===== config.mk =====
export PLATFORM = sky130hd
export DESIGN_NAME = dma_bus_cycle_request_sequencer
export DESIGN_NICKNAME = d
export VERILOG_FILES = /design/src/hdl/dma_seq_pkg.sv /design/src/hdl/dma_bus_cycle_request_sequencer.sv /design/src/hdl/two_entry_buffer.sv
export VERILOG_INCLUDE_DIRS = /design/src /design/src/hdl
export SDC_FILE = /design/constraint.sdc
export NUM_CORES = 1
export LEC_CHECK = 0
export ABC_CLOCK_PERIOD_IN_PS = 3500
export BUFFER_PORTS_ARGS = -buffer_cell sky130_fd_sc_hd__buf_2
export CAP_MARGIN = 20
export CORE_MARGIN = 2
export CORE_UTILIZATION = 50
export CTS_CLUSTER_SIZE = 30
export DETAILED_ROUTE_END_ITERATION = 8
export GPL_ROUTABILITY_DRIVEN = 0
export GPL_TIMING_DRIVEN = 0
export HOLD_SLACK_MARGIN = 0.1
export PLACE_DENSITY = 0.84
export SETUP_SLACK_MARGIN = 0.4
export SLEW_MARGIN = 20
export SYNTH_ARGS = -nofsm -noshare
export SYNTH_HDL_FRONTEND = slang
export SYNTH_HIERARCHICAL = 1
export SYNTH_SLANG_ARGS = --single-unit

===== constraint.sdc =====
create_clock -name sys_clk -period 3.5 [get_ports sys_clk]
set_input_delay 0.175 -clock sys_clk [delete_from_list [all_inputs] [get_ports sys_clk]]
set_output_delay 0.175 -clock sys_clk [all_outputs]
set_load 0.05 [all_outputs]

===== src/hdl/dma_seq_defs.svh =====
// constants for the dma bus-cycle request sequencer
`ifndef DMA_SEQ_DEFS_SVH
`define DMA_SEQ_DEFS_SVH
`define SEQ_ONE 32'h0000_0001
`define SEQ_ZERO 32'h0000_0000
`define STROBE_IDLE 1'b1
`define PIN_IDLE 1'b1
`endif


===== src/hdl/dma_seq_pkg.sv =====
// types for the dma bus-cycle request sequencer
package dma_seq_pkg;
  typedef enum logic [5:0] {
    ST_IDLE = 6'h01,
    ST_ARB = 6'h02,
    ST_READ = 6'h04,
    ST_WRITE = 6'h08,
    ST_SINGLE = 6'h10,
    ST_DEAD = 6'h20
  } seq_state_e;
endpackage


===== src/hdl/dma_bus_cycle_request_sequencer.sv =====
// bus-cycle sequencing and request acceptance for one dma channel
`timescale 1ns/1ns
`include "dma_seq_defs.svh"
module dma_bus_cycle_request_sequencer #(
  parameter int CNT_W = 16,
  parameter int BLK_W = 8,
  parameter int DATA_W = 16
) (
  input wire logic sys_clk,
  input wire logic rst,
  input wire logic ctrlWrite,
  input wire logic ctrlChannelEnable,
  input wire logic ctrlMasterEnable,
  input wire logic [CNT_W-1:0] transferCount,
  input wire logic [BLK_W-1:0] blockSize,
  input wire logic fullAddressMode,
  input wire logic singleAddressMode,
  input wire logic burstMode,
  input wire logic blockMode,
  input wire logic repeatMode,
  input wire logic endStrobeEnable,
  input wire logic request_sense_select,
  input wire logic edgeActivation,
  input wire logic write_buffer_enable,
  input wire logic destInternal,
  input wire logic nmiRequest,
  input wire logic higherPriorityRequest,
  input wire logic busGrant,
  input wire logic external_request_n,
  input wire logic rdValid,
  input wire logic [DATA_W-1:0] rdData,
  input wire logic wrReady,
  input wire logic singleDone,
  output logic busRequest,
  output logic readCycle,
  output logic writeCycle,
  output logic singleCycle,
  output logic deadCycle,
  output logic transfer_end_strobe_n,
  output logic channelEnableStatus,
  output logic masterEnableStatus,
  output logic requestPending,
  output logic wrValid,
  output logic [DATA_W-1:0] wrData
);
  import dma_seq_pkg::*;

  seq_state_e st_r;
  seq_state_e stNxt;
  logic reqMeta_r;
  logic reqSync_r;
  logic chanEn_r;
  logic masterEn_r;
  logic sampleOn_r;
  logic accept_r;
  logic highSeen_r;
  logic pending_r;
  logic enteredWr_r;
  logic strobe_n_r;
  logic busReq_r;
  logic readCyc_r;
  logic writeCyc_r;
  logic singleCyc_r;
  logic deadCyc_r;
  logic [CNT_W-1:0] count_r;
  logic [CNT_W-1:0] reload_r;
  logic [BLK_W-1:0] blkCnt_r;
  logic enabled;
  logic reqActive;
  logic activation;
  logic pop;
  logic xferDone;
  logic blkLast;
  logic lastXfer;
  logic resume;
  logic bufInReady;
  logic bufOutValid;

  // ******************************
  // two-stage pin synchroniser
  // ******************************
  always_ff @(posedge sys_clk) begin
    if (rst) begin
      reqMeta_r <= `PIN_IDLE;
      reqSync_r <= `PIN_IDLE;
    end else begin
      reqMeta_r <= external_request_n;
      reqSync_r <= reqMeta_r;
    end
  end

  // ******************************
  // enables and transfer gating
  // ******************************
  // both enables in full mode
  assign enabled = chanEn_r && (masterEn_r || !fullAddressMode);
  assign reqActive = request_sense_select ? pending_r : enabled;
  assign activation = (st_r == ST_ARB) && busGrant;
  assign pop = (st_r == ST_WRITE) && bufOutValid && wrReady;
  assign xferDone = pop || ((st_r == ST_SINGLE) && singleDone);
  assign blkLast = blockMode && (blkCnt_r == BLK_W'(`SEQ_ONE));
  assign lastXfer = (count_r == CNT_W'(`SEQ_ONE)) &&
                    (!blockMode || blkLast);

  always_ff @(posedge sys_clk) begin
    if (rst) begin
      chanEn_r <= 1'b0;
    end else if (xferDone && lastXfer && !repeatMode) begin
      chanEn_r <= 1'b0;
    end else if (ctrlWrite) begin
      chanEn_r <= ctrlChannelEnable;
    end
  end

  always_ff @(posedge sys_clk) begin
    if (rst) begin
      masterEn_r <= 1'b0;
    end else if (nmiRequest && fullAddressMode && burstMode && chanEn_r) begin
      masterEn_r <= 1'b0;
    end else if (ctrlWrite) begin
      masterEn_r <= ctrlMasterEnable;
    end
  end

  // ******************************
  // transfer and block counters
  // ******************************
  always_ff @(posedge sys_clk) begin
    if (rst) begin
      count_r <= CNT_W'(`SEQ_ZERO);
      reload_r <= CNT_W'(`SEQ_ZERO);
      blkCnt_r <= BLK_W'(`SEQ_ZERO);
    end else if (ctrlWrite && ctrlChannelEnable) begin
      count_r <= transferCount;
      reload_r <= transferCount;
      blkCnt_r <= blockSize;
    end else if (xferDone) begin
      if (blockMode && !blkLast) begin
        blkCnt_r <= blkCnt_r - BLK_W'(`SEQ_ONE);
      end else begin
        blkCnt_r <= blockSize;
        count_r <= lastXfer ? reload_r : count_r - CNT_W'(`SEQ_ONE);
      end
    end
  end

  // ******************************
  // request acceptance
  // ******************************
  // buffered write ends one state after start
  // block mode without single addressing resumes after dead cycle
  always_comb begin
    if (blockMode && !singleAddressMode) begin
      resume = (st_r == ST_DEAD);
    end else if (write_buffer_enable) begin
      resume = enteredWr_r;
    end else begin
      resume = xferDone;
    end
  end

  always_ff @(posedge sys_clk) begin
    if (rst) begin
      enteredWr_r <= 1'b0;
    end else begin
      enteredWr_r <= (st_r == ST_ARB || st_r == ST_READ) &&
                     (stNxt == ST_WRITE || stNxt == ST_SINGLE);
    end
  end

  // sampling from the edge after enabling
  always_ff @(posedge sys_clk) begin
    if (rst) begin
      sampleOn_r <= 1'b0;
    end else if (ctrlWrite) begin
      sampleOn_r <= ctrlChannelEnable;
    end else begin
      sampleOn_r <= sampleOn_r && chanEn_r;
    end
  end

  always_ff @(posedge sys_clk) begin
    if (rst) begin
      accept_r <= 1'b0;
    end else if (ctrlWrite) begin
      accept_r <= ctrlChannelEnable;
    end else if (activation) begin
      accept_r <= 1'b0;
    end else if (resume) begin
      accept_r <= 1'b1;
    end
  end

  // edge mode waits for a high sample
  always_ff @(posedge sys_clk) begin
    if (rst) begin
      highSeen_r <= 1'b0;
    end else if (ctrlWrite || activation) begin
      highSeen_r <= 1'b0;
    end else if (sampleOn_r && reqSync_r) begin
      highSeen_r <= 1'b1;
    end
  end

  // latch low level, clear on activation
  always_ff @(posedge sys_clk) begin
    if (rst) begin
      pending_r <= 1'b0;
    end else if (activation || !sampleOn_r) begin
      pending_r <= 1'b0;
    end else if (accept_r && !reqSync_r &&
                 (!edgeActivation || highSeen_r)) begin
      pending_r <= 1'b1;
    end
  end

  // ******************************
  // bus cycle sequencer
  // ******************************
  always_comb begin
    stNxt = st_r;
    case (st_r)
      ST_IDLE: begin
        if (enabled && reqActive && !higherPriorityRequest) begin
          stNxt = ST_ARB;
        end
      end
      ST_ARB: begin
        if (busGrant) begin
          stNxt = singleAddressMode ? ST_SINGLE : ST_READ;
        end
      end
      ST_READ: begin
        if (rdValid) begin
          stNxt = ST_WRITE;
        end
      end
      ST_WRITE: begin
        if (pop) begin
          // final transfer runs to its end
          if (lastXfer || blkLast) begin
            stNxt = ST_DEAD;
          end else if (blockMode) begin
            stNxt = ST_READ;
          // dropped enable ends the burst here
          end else if (burstMode && fullAddressMode && enabled) begin
            stNxt = ST_READ;
          end else begin
            stNxt = ST_IDLE;
          end
        end
      end
      ST_SINGLE: begin
        if (singleDone) begin
          stNxt = lastXfer ? ST_DEAD : ST_IDLE;
        end
      end
      ST_DEAD: begin
        stNxt = ST_IDLE;
      end
      default: begin
        stNxt = ST_IDLE;
      end
    endcase
  end

  always_ff @(posedge sys_clk) begin
    if (rst) begin
      st_r <= ST_IDLE;
    end else begin
      st_r <= stNxt;
    end
  end

  always_ff @(posedge sys_clk) begin
    if (rst) begin
      busReq_r <= 1'b0;
    end else begin
      busReq_r <= (stNxt != ST_IDLE);
    end
  end

  // cycle type outputs, registered alongside the state
  always_ff @(posedge sys_clk) begin
    readCyc_r <= !rst && (stNxt == ST_READ);
    writeCyc_r <= !rst && (stNxt == ST_WRITE);
    singleCyc_r <= !rst && (stNxt == ST_SINGLE);
    deadCyc_r <= !rst && (stNxt == ST_DEAD);
  end

  // ******************************
  // transfer end strobe
  // ******************************
  // low in the cycle after the last transfer, repeat mode only
  // hidden when internal cycle overlaps buffered write
  always_ff @(posedge sys_clk) begin
    if (rst) begin
      strobe_n_r <= `STROBE_IDLE;
    end else begin
      strobe_n_r <= !(repeatMode && endStrobeEnable && xferDone &&
                      lastXfer && !(write_buffer_enable && destInternal));
    end
  end

  // ******************************
  // data buffer
  // ******************************
  two_entry_buffer #(
    .WIDTH(DATA_W)
  ) dataBuf (
    .sys_clk(sys_clk),
    .rst(rst),
    .inValid((st_r == ST_READ) && rdValid && bufInReady),
    .inReady(bufInReady),
    .inData(rdData),
    .outValid(bufOutValid),
    .outReady((st_r == ST_WRITE) && wrReady),
    .outData(wrData)
  );

  assign wrValid = bufOutValid;
  assign busRequest = busReq_r;
  assign readCycle = readCyc_r;
  assign writeCycle = writeCyc_r;
  assign singleCycle = singleCyc_r;
  assign deadCycle = deadCyc_r;
  assign transfer_end_strobe_n = strobe_n_r;
  assign channelEnableStatus = chanEn_r;
  assign masterEnableStatus = masterEn_r;
  assign requestPending = pending_r;
endmodule


===== src/hdl/two_entry_buffer.sv =====
// two-entry data buffer with valid/ready on both sides
`timescale 1ns/1ns
module two_entry_buffer #(
  parameter int WIDTH = 16
) (
  input wire logic sys_clk,
  input wire logic rst,
  input wire logic inValid,
  output logic inReady,
  input wire logic [WIDTH-1:0] inData,
  output logic outValid,
  input wire logic outReady,
  output logic [WIDTH-1:0] outData
);
  logic [WIDTH-1:0] head_r;
  logic [WIDTH-1:0] tail_r;
  logic headV_r;
  logic tailV_r;
  logic push;
  logic pop;

  assign inReady = !tailV_r;
  assign outValid = headV_r;
  assign outData = head_r;
  assign push = inValid && !tailV_r;
  assign pop = headV_r && outReady;

  // ******************************
  // entry occupancy
  // ******************************
  always_ff @(posedge sys_clk) begin
    if (rst) begin
      headV_r <= 1'b0;
      tailV_r <= 1'b0;
    end else begin
      headV_r <= (headV_r && !pop) || tailV_r || push;
      tailV_r <= (headV_r && !pop && push) || (tailV_r && !pop) ||
                 (tailV_r && pop && push);
    end
  end

  // ******************************
  // entry data
  // ******************************
  always_ff @(posedge sys_clk) begin
    if (!headV_r || pop) begin
      head_r <= tailV_r ? tail_r : inData;
    end
    if (push && (tailV_r || (headV_r && !pop))) begin
      tail_r <= inData;
    end
  end
endmodule


-- Word level (Yosys, flattened, before mapping)
Cells that the tools add are included.
- register bits: 95
- input port bits: 62
- muxes and demuxes: 26
- add/sub/neg operators: 2
- eq/ne operators: 14
- reductions and logical operators: 80
- operators by type and width (operator ; count):
    $mux 16 ; 5
    $logic_and 1x1->1 ; 44
    $mux 6 ; 7
    $pmux 6 s5 ; 1
    $mux 8 ; 3
    $eq 16x1->1 const B ; 1
    $sub 16x1->16 const B ; 1
    $logic_not 1->1 ; 15
    $logic_or 1x1->1 ; 14
    $eq 6x3->1 const B ; 2
    $eq 6x4->1 const B ; 2
    $eq 6x5->1 const B ; 2
    $eq 6x6->1 const B ; 2
    $eq 8x1->1 const B ; 1
    $reduce_or 2->1 ; 4
    $sub 8x1->8 const B ; 1
    $mux 1 ; 7
    $eq 6x1->1 const B ; 1
    $eq 6x2->1 const B ; 1
    $mux 3 ; 2
    $ne 6x1->1 const B ; 1
    $mux 5 ; 1
    $reduce_bool 3->1 ; 1
    $ne 2x2->1 const B ; 1
    2 further kinds ; 2

-- Longest topological paths before layout
Gate-level depths: netlist (run 1).
- depth after elaboration: 12
- mapped depth: 10
- depth with buffers taken out: 7

-- By module
The synthesis (run 1) kept the hierarchy.
- modules (own cells, without submodules) (module ; cells an instance ; area each (sq um) ; times used):
    dma_bus_cycle_request_sequencer ; 402 ; 3269.4 ; 1
    two_entry_buffer ; 59 ; 1307.5 ; 1

-- Worst setup path after synthesis (run 1)
OpenSTA, ideal clock, no wires.
- path kind: flip-flop to flip-flop
- from: register st_r[0]
- to: register dataBuf.tail_r[0] (enable)
- stages on the path, launching flop included: 6
- library setup time: 413 ps
- path buffers: 1
- arrival time: 2867 ps
- path slack: 220 ps
- path through: dfxtp_1 clkbuf_1 or4b_2 nor3_1 and3_1 nor3b_1
- longest elaborated chain between the ends: 7
- elaborated cells on any way between the ends: 11
- classes of those cells: 2 x eq/ne; 9 x reduce/logical
- RTL lines (item ; line ; RTL):
    start: declaration ; dma_bus_cycle_request_sequencer.sv:48 ; seq_state_e st_r;
    start signal: assignment ; dma_bus_cycle_request_sequencer.sv:271 ; st_r <= stNxt;
    $eq 6x4->1 ; dma_bus_cycle_request_sequencer.sv:317 ; .outReady((st_r == ST_WRITE) && wrReady),
    $logic_and 1x1->1 ; dma_bus_cycle_request_sequencer.sv:317 ;
    $logic_and 1x1->1 ; two_entry_buffer.sv:26 ; assign pop = headV_r && outReady;
    $logic_not 1->1 ; two_entry_buffer.sv:49 ; if (push && (tailV_r || (headV_r && !pop))) begin
    $logic_and 1x1->1 ; two_entry_buffer.sv:49 ;
    $logic_or 1x1->1 ; two_entry_buffer.sv:49 ;
    $logic_and 1x1->1 (*) ; two_entry_buffer.sv:49 ;
    end signal: assignment ; two_entry_buffer.sv:50 ; tail_r <= inData;
    end: declaration ; two_entry_buffer.sv:16 ; logic [WIDTH-1:0] tail_r;
Every way passes the cells marked *; elsewhere a longest branch is shown, timed or not.
A chain may end at the register's enable or synchronous reset.

-- Worst setup path after layout (run 1)
- from: register st_r[0]
- to: register dataBuf.tail_r[12] (enable)
The elaborated chain is that of the path after synthesis.

==> out/qor.csv, run 1 <==
metric,value,unit
outcome,completed,
Buffers on Ports,87,
Int Pwr,1.66,mW
Initial DRT Pass Iterations,6,
Post-synth EDFFs,32,
static leakage,2.25,nW
Final #Nets,666,
"Avg Cell Area, Syn",9.93,µm²
initial core utilization,52.0,%
layout cell share with drive strength beyond 1,23.5,%
post-cts resize count,0,
Synth top area share,27.6,%
Pwr Density,417,nW/µm²
Max-Cap Viols,0,
Max VDD drop,0.241,mV
Worst path top cell family by delay,simple AND/OR/NAND/NOR gates,
Clock power frac,30.7,%
switch share,31.1,%
root buf cell,clkbuf_8,
die width,99.7,µm
CP required,3510,ps
Synth Instances,461,
P&R area growth vs syn,26.2,%
core area,8810,µm²
worst hold path depth,3,
yosys warns,6,
async set or reset register ratio after synthesis,0,%
reg2reg end,dataBuf/tail_r[12]$_DFFE_PP_,
slowest library cell on the worst path,or4b_2,
critical path arrival,2870,ps
Reg2Reg Depth,5,
diode count,0,
grt total ovfl,0,
Flop pwr share,50.3,%
R2R setup slack,640,ps
initial antenna violation count,0,
worst skew pair latency,380,ps
maximum buffer depth of the clock tree,2,
Final Hold Fails,0,
most common cell in the netlist,dfxtp_1,
first-pass GRT wire length,19400,µm
Comb pwr share,19.0,%
WL final,12100,µm
final core occ,65.6,%
Critical Path Source Type,flop,
crit path max fanout,16,
vias per cell,5.95,
worst path cell trace,clkbuf_1 > or4b_2 > nor3_1 > and3_1 > nor3b_4,
WHS Endpoint,st_r[4]$_SDFF_PP0_,
post-DR wirelength/cell,17.0,µm
Sw Pwr,0.748,mW
worst-margin pin slew,880,ps
synth top area cells,"dfxtp_1 28%, edfxtp_1 21%, mux2_4 5.2%, nand2_1 4.1%, a21oi_1 4.0%",
via count,4243,
worst min-delay path class,primary input to flop,
Die Height,99.7,µm
clock sinks,95,
CTS Buf Count,9,
GR peak layer,met2,
buffers and inverters on the worst path,1,
met3 Usage GRT,4.36,%
top cell type by total area after synthesis,dfxtp_1,
# rows,34,
Crit Path Class,flop to flop,
Clock transition at path regs,100,ps
FMAX,0.349,GHz
CTS tree,yes,
H-tree Lvls,3,
dpl hpwl,8170,µm
Main synth FF type,dfxtp_1,
RSZ-0062 raised after global routing,no,
largest net degree at the start of global routing,21,
met2 Track Usage GR,41.6,%
drt first-iter violations,326,
period utilization,81.8,%
CP Capture Type,flop,
"Seq/Total Area, Yosys",48.6,%
synth cell count leaders,"63 x dfxtp_1, 50 x nand2_1, 37 x a21oi_1, 33 x nor2_1, 32 x edfxtp_1",
die area,9940,µm²
CP peak stage delay,700,ps
Routed Antenna Nets,0,
hold buffer count at cts,41,
vias in the first global route,4047,
top-level port count,88,
reg-to-reg startpoint,st_r[0]$_SDFF_PP1_,
Residual DRC,0,
Netlist Area Pre-Place,4580,µm²
Clock Skews,17.3,ps
number of setup buffers added after CTS,0,
Hold Startpoint,singleAddressMode,
Max-Slew Margin vs Limit,41.3,%
final setup TNS,0,ps
Max Slew Vio Count,0,
GRT Resource Usage Total,24.4,%
synth unique cells,65,
register bit total from synthesis,95,
Synth Net Count,527,
Setup-failing EPs final,0,
met1 Use GR,30.7,%
Tmin final,2860,ps
==> worst max-delay path by stage <==
stage | to | depth (start not counted) | from
floorplan | dataBuf/tail_r[0]$_DFFE_PP_ | 5 | st_r[0]$_SDFF_PP1_
finish | dataBuf/tail_r[12]$_DFFE_PP_ | 5 | st_r[0]$_SDFF_PP1_
CTS | dataBuf/tail_r[11]$_DFFE_PP_ | 5 | st_r[0]$_SDFF_PP1_
global route | dataBuf/tail_r[0]$_DFFE_PP_ | 5 | st_r[0]$_SDFF_PP1_
detailed placement | dataBuf/tail_r[9]$_DFFE_PP_ | 5 | st_r[0]$_SDFF_PP1_
global placement | dataBuf/tail_r[13]$_DFFE_PP_ | 5 | st_r[0]$_SDFF_PP1_
==> routing by layer <==
| metal | part of all wire, % | routed length [µm] | vias to the layer above |
|---|---|---|---|
| met3 | 7.5 | 911 | 36 |
| met1 | 41 | 5000 | 1982 |
| met5 | 0 | 0 | - |
| met2 | 49 | 5880 | 222 |
| met4 | 2.5 | 298 | 0 |
| li1 | - | - | 2003 |
==> cell families after synthesis <==
| logic type | Yosys count | share of synthesized area (%) |
|---|---|---|
| AO/OA/AOI/OAI | 120 | 18.3 |
| XOR/XNOR | 10 | 1.91 |
| adder cells (fa/ha/maj) | 4 | 1.09 |
| buffers and inverters | 40 | 4.18 |
| flip-flops | 95 | 48.6 |
| multiplexers | 19 | 5.96 |
| AND/OR/NAND/NOR | 173 | 20.0 |
==> tightest hold or removal path: stages <==
cell and delay (ps):
buf_2 130, nand2_1 80, a21oi_1 60
==> layout by cell type, fill, tap and decap left out, types with 3 or more instances in the layout <==
master,count
a211o_1,9
a211oi_1,6
a21oi_1,37
a311oi_1,11
a31oi_1,3
and2_1,4
and3_1,7
buf_2,90
buf_6,5
clkbuf_1,19
clkbuf_8,9
dfxtp_1,63
dlygate4sd3_1,41
edfxtp_1,32
ha_1,4
inv_1,12
mux2_4,16
nand2_1,50
nand2b_1,6
nand3_1,12
nor2_1,33
nor2b_1,5
nor3_1,13
nor3b_1,4
nor4_1,16
o211ai_1,6
o21ai_0,17
o31ai_1,4
xnor2_1,3
xor2_1,7
==> registers in the layout (all words and copies together) (netlist names), 6 cells and up <==
name / count
dataBuf/tail_r: 16
blkCnt_r: 8
st_r: 6
count_r: 16
dataBuf/outData: 16
reload_r: 16
==> power groups by stage <==
stage               sequential [mW]  clock [mW]  combinational (mW)
floorplan                      1.27           0               0.252
global placement               1.23           0               0.398
detailed placement             1.23           0               0.410
CTS                            1.21       0.747               0.447
global route                   1.22       0.794               0.496
finish                         1.21       0.738               0.456
==> area by class of cell <==
| class | instances | area [µm²] |
|---|---|---|
| flip-flops and latches | 95 | 2220 |
| repair buffers | 128 | 846 |
| plain buffers | 28 | 146 |
| fillers | 685 | 3030 |
| well taps | 108 | 135 |
| inverters | 12 | 45.0 |
| clock inverters | 7 | 81.3 |
| clock buffers | 9 | 124 |
| multi-input cells | 326 | 2170 |
==> metrics by stage <==
step                area (µm²)  hold slack [ps]  setup WS, ps  power, mW  instances
floorplan                 4580              244           790       1.52        461
global placement          5150              359           419       1.63        656
detailed placement        5160              361           645       1.64        656
CTS                       5770              104           626       2.40        713
global route              5770              132           402       2.51        713
finish                    5770              115           638       2.41        713
No activity file was read; power rests on OpenSTA's default activity.
==> run 2: changes to the inputs <==
--- a/config.mk
+++ b/config.mk
@@ -6,17 +6,17 @@
 export SDC_FILE = /design/constraint.sdc
 export NUM_CORES = 1
 export LEC_CHECK = 0
-export ABC_CLOCK_PERIOD_IN_PS = 3500
+export ABC_CLOCK_PERIOD_IN_PS = 2680
 export BUFFER_PORTS_ARGS = -buffer_cell sky130_fd_sc_hd__buf_2
 export CAP_MARGIN = 20
 export CORE_MARGIN = 2
-export CORE_UTILIZATION = 50
+export CORE_UTILIZATION = 55
 export CTS_CLUSTER_SIZE = 30
 export DETAILED_ROUTE_END_ITERATION = 8
 export GPL_ROUTABILITY_DRIVEN = 0
 export GPL_TIMING_DRIVEN = 0
 export HOLD_SLACK_MARGIN = 0.1
-export PLACE_DENSITY = 0.84
+export PLACE_DENSITY = 0.87
 export SETUP_SLACK_MARGIN = 0.4
 export SLEW_MARGIN = 20
 export SYNTH_ARGS = -nofsm -noshare
==> constraint.sdc (replaced) <==
create_clock -name sys_clk -period 2.68 [get_ports sys_clk]
set_input_delay 0.134 -clock sys_clk [delete_from_list [all_inputs] [get_ports sys_clk]]
set_output_delay 0.134 -clock sys_clk [all_outputs]
set_load 0.05 [all_outputs]
==> run 2 against run 1 <==
  * Combinational power up 43%
  * Setup slack worse by 310 ps
  * Global-route usage up 4.4 points
  * Clock skew down 3.4 ps
  * Final cell count up 1.7%
  * Flip-flop and latch count unchanged
  * Cell area up 5.2%
  * First-iteration DRC count down 15%
  * Highest routed layer unchanged
==> out/qor.csv, run 2 (synthesis results as in run 1) <==
metric,value,unit
maximum buffer depth of the clock tree,2,
CP required,2960,ps
initial antenna violation count,0,
Sw Pwr,0.966,mW
Max-Cap Viols,0,
dpl hpwl,8390,µm
RSZ-0062 raised after global routing,yes,
initial core utilization,56.3,%
Max Slew Vio Count,0,
# rows,33,
P&R area growth vs syn,32.8,%
worst skew pair latency,370,ps
grt total ovfl,0,
Pwr Density,517,nW/µm²
Buffers on Ports,87,
"commonest cells after routing, fill and taps aside","88 x buf_2, 59 x dfxtp_1, 50 x nand2_1",
static leakage,2.35,nW
Final #Nets,681,
H-tree Lvls,3,
top-level port count,88,
Routed Antenna Nets,0,
CP Capture Type,flop,
drt first-iter violations,277,
Max-Slew Margin vs Limit,53.7,%
worst-margin pin slew,688,ps
Clock Skews,14.0,ps
post-DR wirelength/cell,17.9,µm
Tmin final,2350,ps
GRT Resource Usage Total,28.8,%
Setup-failing EPs final,0,
vias in the first global route,4344,
diode count,0,
Clock transition at path regs,90,ps
Flop pwr share,50.6,%
Die Height,95.2,µm
switch share,30.8,%
Worst Hold Slack,121,ps
Crit Path Class,flop to flop,
Initial DRT Pass Iterations,5,
first-pass GRT wire length,20200,µm
crit path max fanout,9,
total power,3.14,mW
FILL cells,549,
Int Pwr,2.17,mW
final setup TNS,0,ps
CTS tree,yes,
WL final,12900,µm
Clock power frac,28.7,%
vias per cell,6.03,
worst min-delay path class,primary input to flop,
via count,4370,
clock sinks,95,
core area,8130,µm²
Comb pwr share,20.7,%
FMAX,0.426,GHz
Final Hold Fails,0,
root buf cell,clkbuf_8,
Max VDD drop,0.349,mV
die width,95.2,µm
Critical Path Source Type,flop,
period utilization,87.7,%
die area,9070,µm²
"commonest non-fill, non-tap cell in the layout",buf_2,
Residual DRC,0,
CTS Buf Count,9,
critical path arrival,2630,ps
largest net degree at the start of global routing,19,
outcome,completed,
layout cell share with drive strength beyond 1,29.7,%
run 2: cell count changes in the layout (fill, tap and decap cells not counted), moves of 3 or more:
| cell | previous run | this run |
|---|---|---|
| a311oi_1 | 11 | 7 |
| a311oi_2 | 1 | 5 |
| buf_4 | 0 | 11 |
| clkbuf_1 | 19 | 14 |
| clkbuf_2 | 0 | 5 |
| clkbuf_4 | 0 | 4 |
| dfxtp_1 | 63 | 59 |
| dfxtp_2 | 0 | 3 |
| nor3_1 | 13 | 9 |
| nor3_4 | 0 | 3 |
run 2: per-layer routing:
metal / vias to the layer above / wire [µm] / global-route usage, %
met5: - / 0 / 0
met4: 0 / 392 / 14.9
met3: 48 / 967 / 5.69
met2: 235 / 6400 / 50.9
met1: 2047 / 5190 / 33.0
li1: 2040 / - / -
run 2: metrics by stage:
stage | utilization (%) | cells | worst slack (ps) | area (µm²)
global placement | 63.7 | 653 | 99.8 | 5180
CTS | 73.1 | 721 | 332 | 5950
finish | 74.7 | 725 | 331 | 6080
detailed placement | 63.7 | 653 | -6.81 | 5180
global route | 74.7 | 725 | 303 | 6080
floorplan | - | 461 | 406 | 4620
run 2: power groups by stage:
stage               Clock [mW]  Sequential (mW)  Combinational, mW
detailed placement           0             1.61              0.535
CTS                      0.895             1.58              0.602
floorplan                    0             1.66              0.330
finish                   0.900             1.59              0.651
global placement             0             1.61              0.519
global route             0.969             1.59              0.700
run 2: worst paths after layout:
kind | startpoint | slack [ps] | cells after the start | endpoint
max | count_r[1]$_SDFFE_PP0P_ | 330 | 10 | count_r[13]$_SDFFE_PP0P_
min | blockSize[5] | 120 | 4 | blkCnt_r[5]$_SDFFE_PP0P_
min reg2reg | reqMeta_r$_SDFF_PP1_ | 440 | 1 | reqSync_r$_SDFF_PP1_
max reg2reg | count_r[1]$_SDFFE_PP0P_ | 330 | 10 | count_r[13]$_SDFFE_PP0P_
run 2: area by class of cell:
cell class	instances	area (µm²)	share of cell area, %
buffer	28	169	2.78
timing repair buffer	143	980	16.1
sequential	95	2230	36.7
inverter	12	45.0	0.741
clock inverter	6	52.6	0.865
multi-input combinational	326	2340	38.5
tap	105	131	2.16
clock buffer	10	128	2.10
run 2: what timing repair did:
action,CTS,global route
setup endpoints to repair,36,41
resized for setup,17,28
endpoints found under the hold margin,70,0
hold buffers,43,0
buffers inserted,8,4
pin swaps,9,11
gates cloned,1,0
run 2: critical path, stage by stage (launching register included):
cell and delay (ps):
dfxtp_2 340, inv_2 70, ha_4 120, or3b_4 380
nand2b_4 150, buf_6 130, or3_4 380, buf_6 150
buf_8 130, o2111a_1 240, a211oi_2 180
==> run 3: changes to the inputs <==
--- a/config.mk
+++ b/config.mk
@@ -9,7 +9,7 @@
 export ABC_CLOCK_PERIOD_IN_PS = 2680
 export BUFFER_PORTS_ARGS = -buffer_cell sky130_fd_sc_hd__buf_2
 export CAP_MARGIN = 20
-export CORE_MARGIN = 2
+export CORE_MARGIN = 1
 export CORE_UTILIZATION = 55
 export CTS_CLUSTER_SIZE = 30
 export DETAILED_ROUTE_END_ITERATION = 8
==> run 3 against run 2 <==
  * Core utilization is 3.1 points higher
  * Via count is 2.3% higher
  * Combinational power increased by 3.4%
  * Final cell count increased by 0.69%
  * Sequential power about the same
  * Clock skew decreased by 2.1 ps
  * Flip-flop and latch count is the same
  * Critical path type unchanged
  * Highest routed layer unchanged
==> out/qor.csv, run 3 (synthesis results as in run 1) <==
metric,value,unit
outcome,completed,
CP required,2970,ps
critical path arrival,2620,ps
Max-Cap Viols,0,
Multi-input gate area,2330,µm²
maximum buffer depth of the clock tree,2,
Final Hold Fails,0,
"commonest non-fill, non-tap cell in the layout",buf_2,
Clock transition at path regs,90,ps
Routed Antenna Nets,0,
root buf cell,clkbuf_8,
FILL cells,504,
clock sinks,95,
worst path cell trace,inv_2 > ha_4 > or3b_4 > nand2b_4 > buf_6 > or3_4 > buf_8 > buf_8 > o2111a_1 > a211oi_2,
H-tree Lvls,3,
CP Capture Type,flop,
Initial DRT Pass Iterations,5,
"commonest cells after routing, fill and taps aside","90 x buf_2, 60 x dfxtp_1, 50 x nand2_1",
core area,7890,µm²
Max Slew Vio Count,0,
FMAX,0.428,GHz
crit path max fanout,6,
drt first-iter violations,438,
Crit Path Class,flop to flop,
static leakage,2.39,nW
Final #Nets,688,
die width,93.2,µm
die area,8690,µm²
Tmin final,2340,ps
Worst path top cell family by delay,simple AND/OR/NAND/NOR gates,
dpl hpwl,8380,µm
# rows,32,
post-DR wirelength/cell,18.2,µm
Critical Path Source Type,flop,
initial antenna violation count,1,
CP peak stage delay,390,ps
vias in the first global route,4418,
Max-Slew Margin vs Limit,47.4,%
Max VDD drop,0.289,mV
worst skew pair latency,380,ps
Pwr Density,514,nW/µm²
P&R area growth vs syn,34.1,%
Reg area,2230,µm²
layout cell share with drive strength beyond 1,30.0,%
final worst slack,344,ps
initial core utilization,58.0,%
Residual DRC,0,
buffers and inverters on the worst path,4,
Placement Setup Slack,80.4,ps
first-pass GRT wire length,20800,µm
CTS Buf Count,9,
vias per cell,6.12,
worst min-delay path class,primary input to flop,
worst-margin pin slew,782,ps
period utilization,87.2,%
GRT Resource Usage Total,31.0,%
"most used cell, CP",buf_8,
Setup-failing EPs final,0,
final setup TNS,0,ps
largest net degree at the start of global routing,19,
WL final,13300,µm
via count,4470,
slowest library cell on the worst path,or3_4,
grt total ovfl,0,
Clock Skews,11.8,ps
Buffers on Ports,87,
RSZ-0062 raised after global routing,yes,
CTS tree,yes,
Die Height,93.2,µm
top-level port count,88,
-- run 3: area by class of cell --
cell class | count | share of cell area [%]
multi-input combinational | 326 | 38.0
sequential | 95 | 36.3
clock buffer | 9 | 2.02
buffer | 28 | 2.79
inverter | 12 | 0.734
timing repair buffer | 150 | 17.1
clock inverter | 7 | 0.938
tap | 102 | 2.08
antenna | 1 | 0.0408
-- run 3: power by group --
| group | switching [mW] | internal, mW | total [mW] |
|---|---|---|---|
| Sequential | 0.0468 | 1.54 | 1.59 |
| Combinational | 0.381 | 0.292 | 0.673 |
| Clock | 0.548 | 0.348 | 0.896 |
-- run 3: repair_timing --
| item | CTS | global route |
|---|---|---|
| gates resized for setup | 16 | 26 |
| cloned | 2 | 0 |
| hold buffers | 44 | 0 |
| pin swaps | 9 | 9 |
| endpoints found under the setup margin | 35 | 40 |
| setup buffers | 13 | 4 |
| endpoints found under the hold margin | 65 | 0 |
-- run 3: metrics by stage --
stage | cell area, µm² | hold slack (ps) | total power [mW] | instances | util (%)
floorplan | 4620 | 203 | 1.99 | 461 | -
global placement | 5180 | 321 | 2.13 | 650 | 65.7
detailed placement | 5180 | 326 | 2.15 | 650 | 65.7
CTS | 6010 | 103 | 3.10 | 725 | 76.1
global route | 6140 | 154 | 3.28 | 730 | 77.8
finish | 6140 | 122 | 3.15 | 730 | 77.8
-- run 3: path summary, 6_finish.rpt --
| kind | from | to | slack (ps) | cells past startpoint |
|---|---|---|---|---|
| worst max-delay path | count_r[1]$_SDFFE_PP0P_ | count_r[13]$_SDFFE_PP0P_ | 340 | 10 |
| worst min-delay path | blockSize[5] | blkCnt_r[5]$_SDFFE_PP0P_ | 120 | 4 |
| worst max register to register | count_r[1]$_SDFFE_PP0P_ | count_r[13]$_SDFFE_PP0P_ | 340 | 10 |
| worst min register to register | reqMeta_r$_SDFF_PP1_ | reqSync_r$_SDFF_PP1_ | 440 | 1 |
-- run 3: tightest hold or removal path, stage by stage --
cell	delay [ps]
buf_2	100
nand2_1	50
a21o_1	110
a21oi_1	60
-- run 3: metal layers --
metal	vias up	track usage [%]	wire, µm
met5	-	0	0
met3	56	6.59	989
li1	2049	-	-
met4	0	14.9	547
met2	245	54.0	6560
met1	2120	36.2	5200
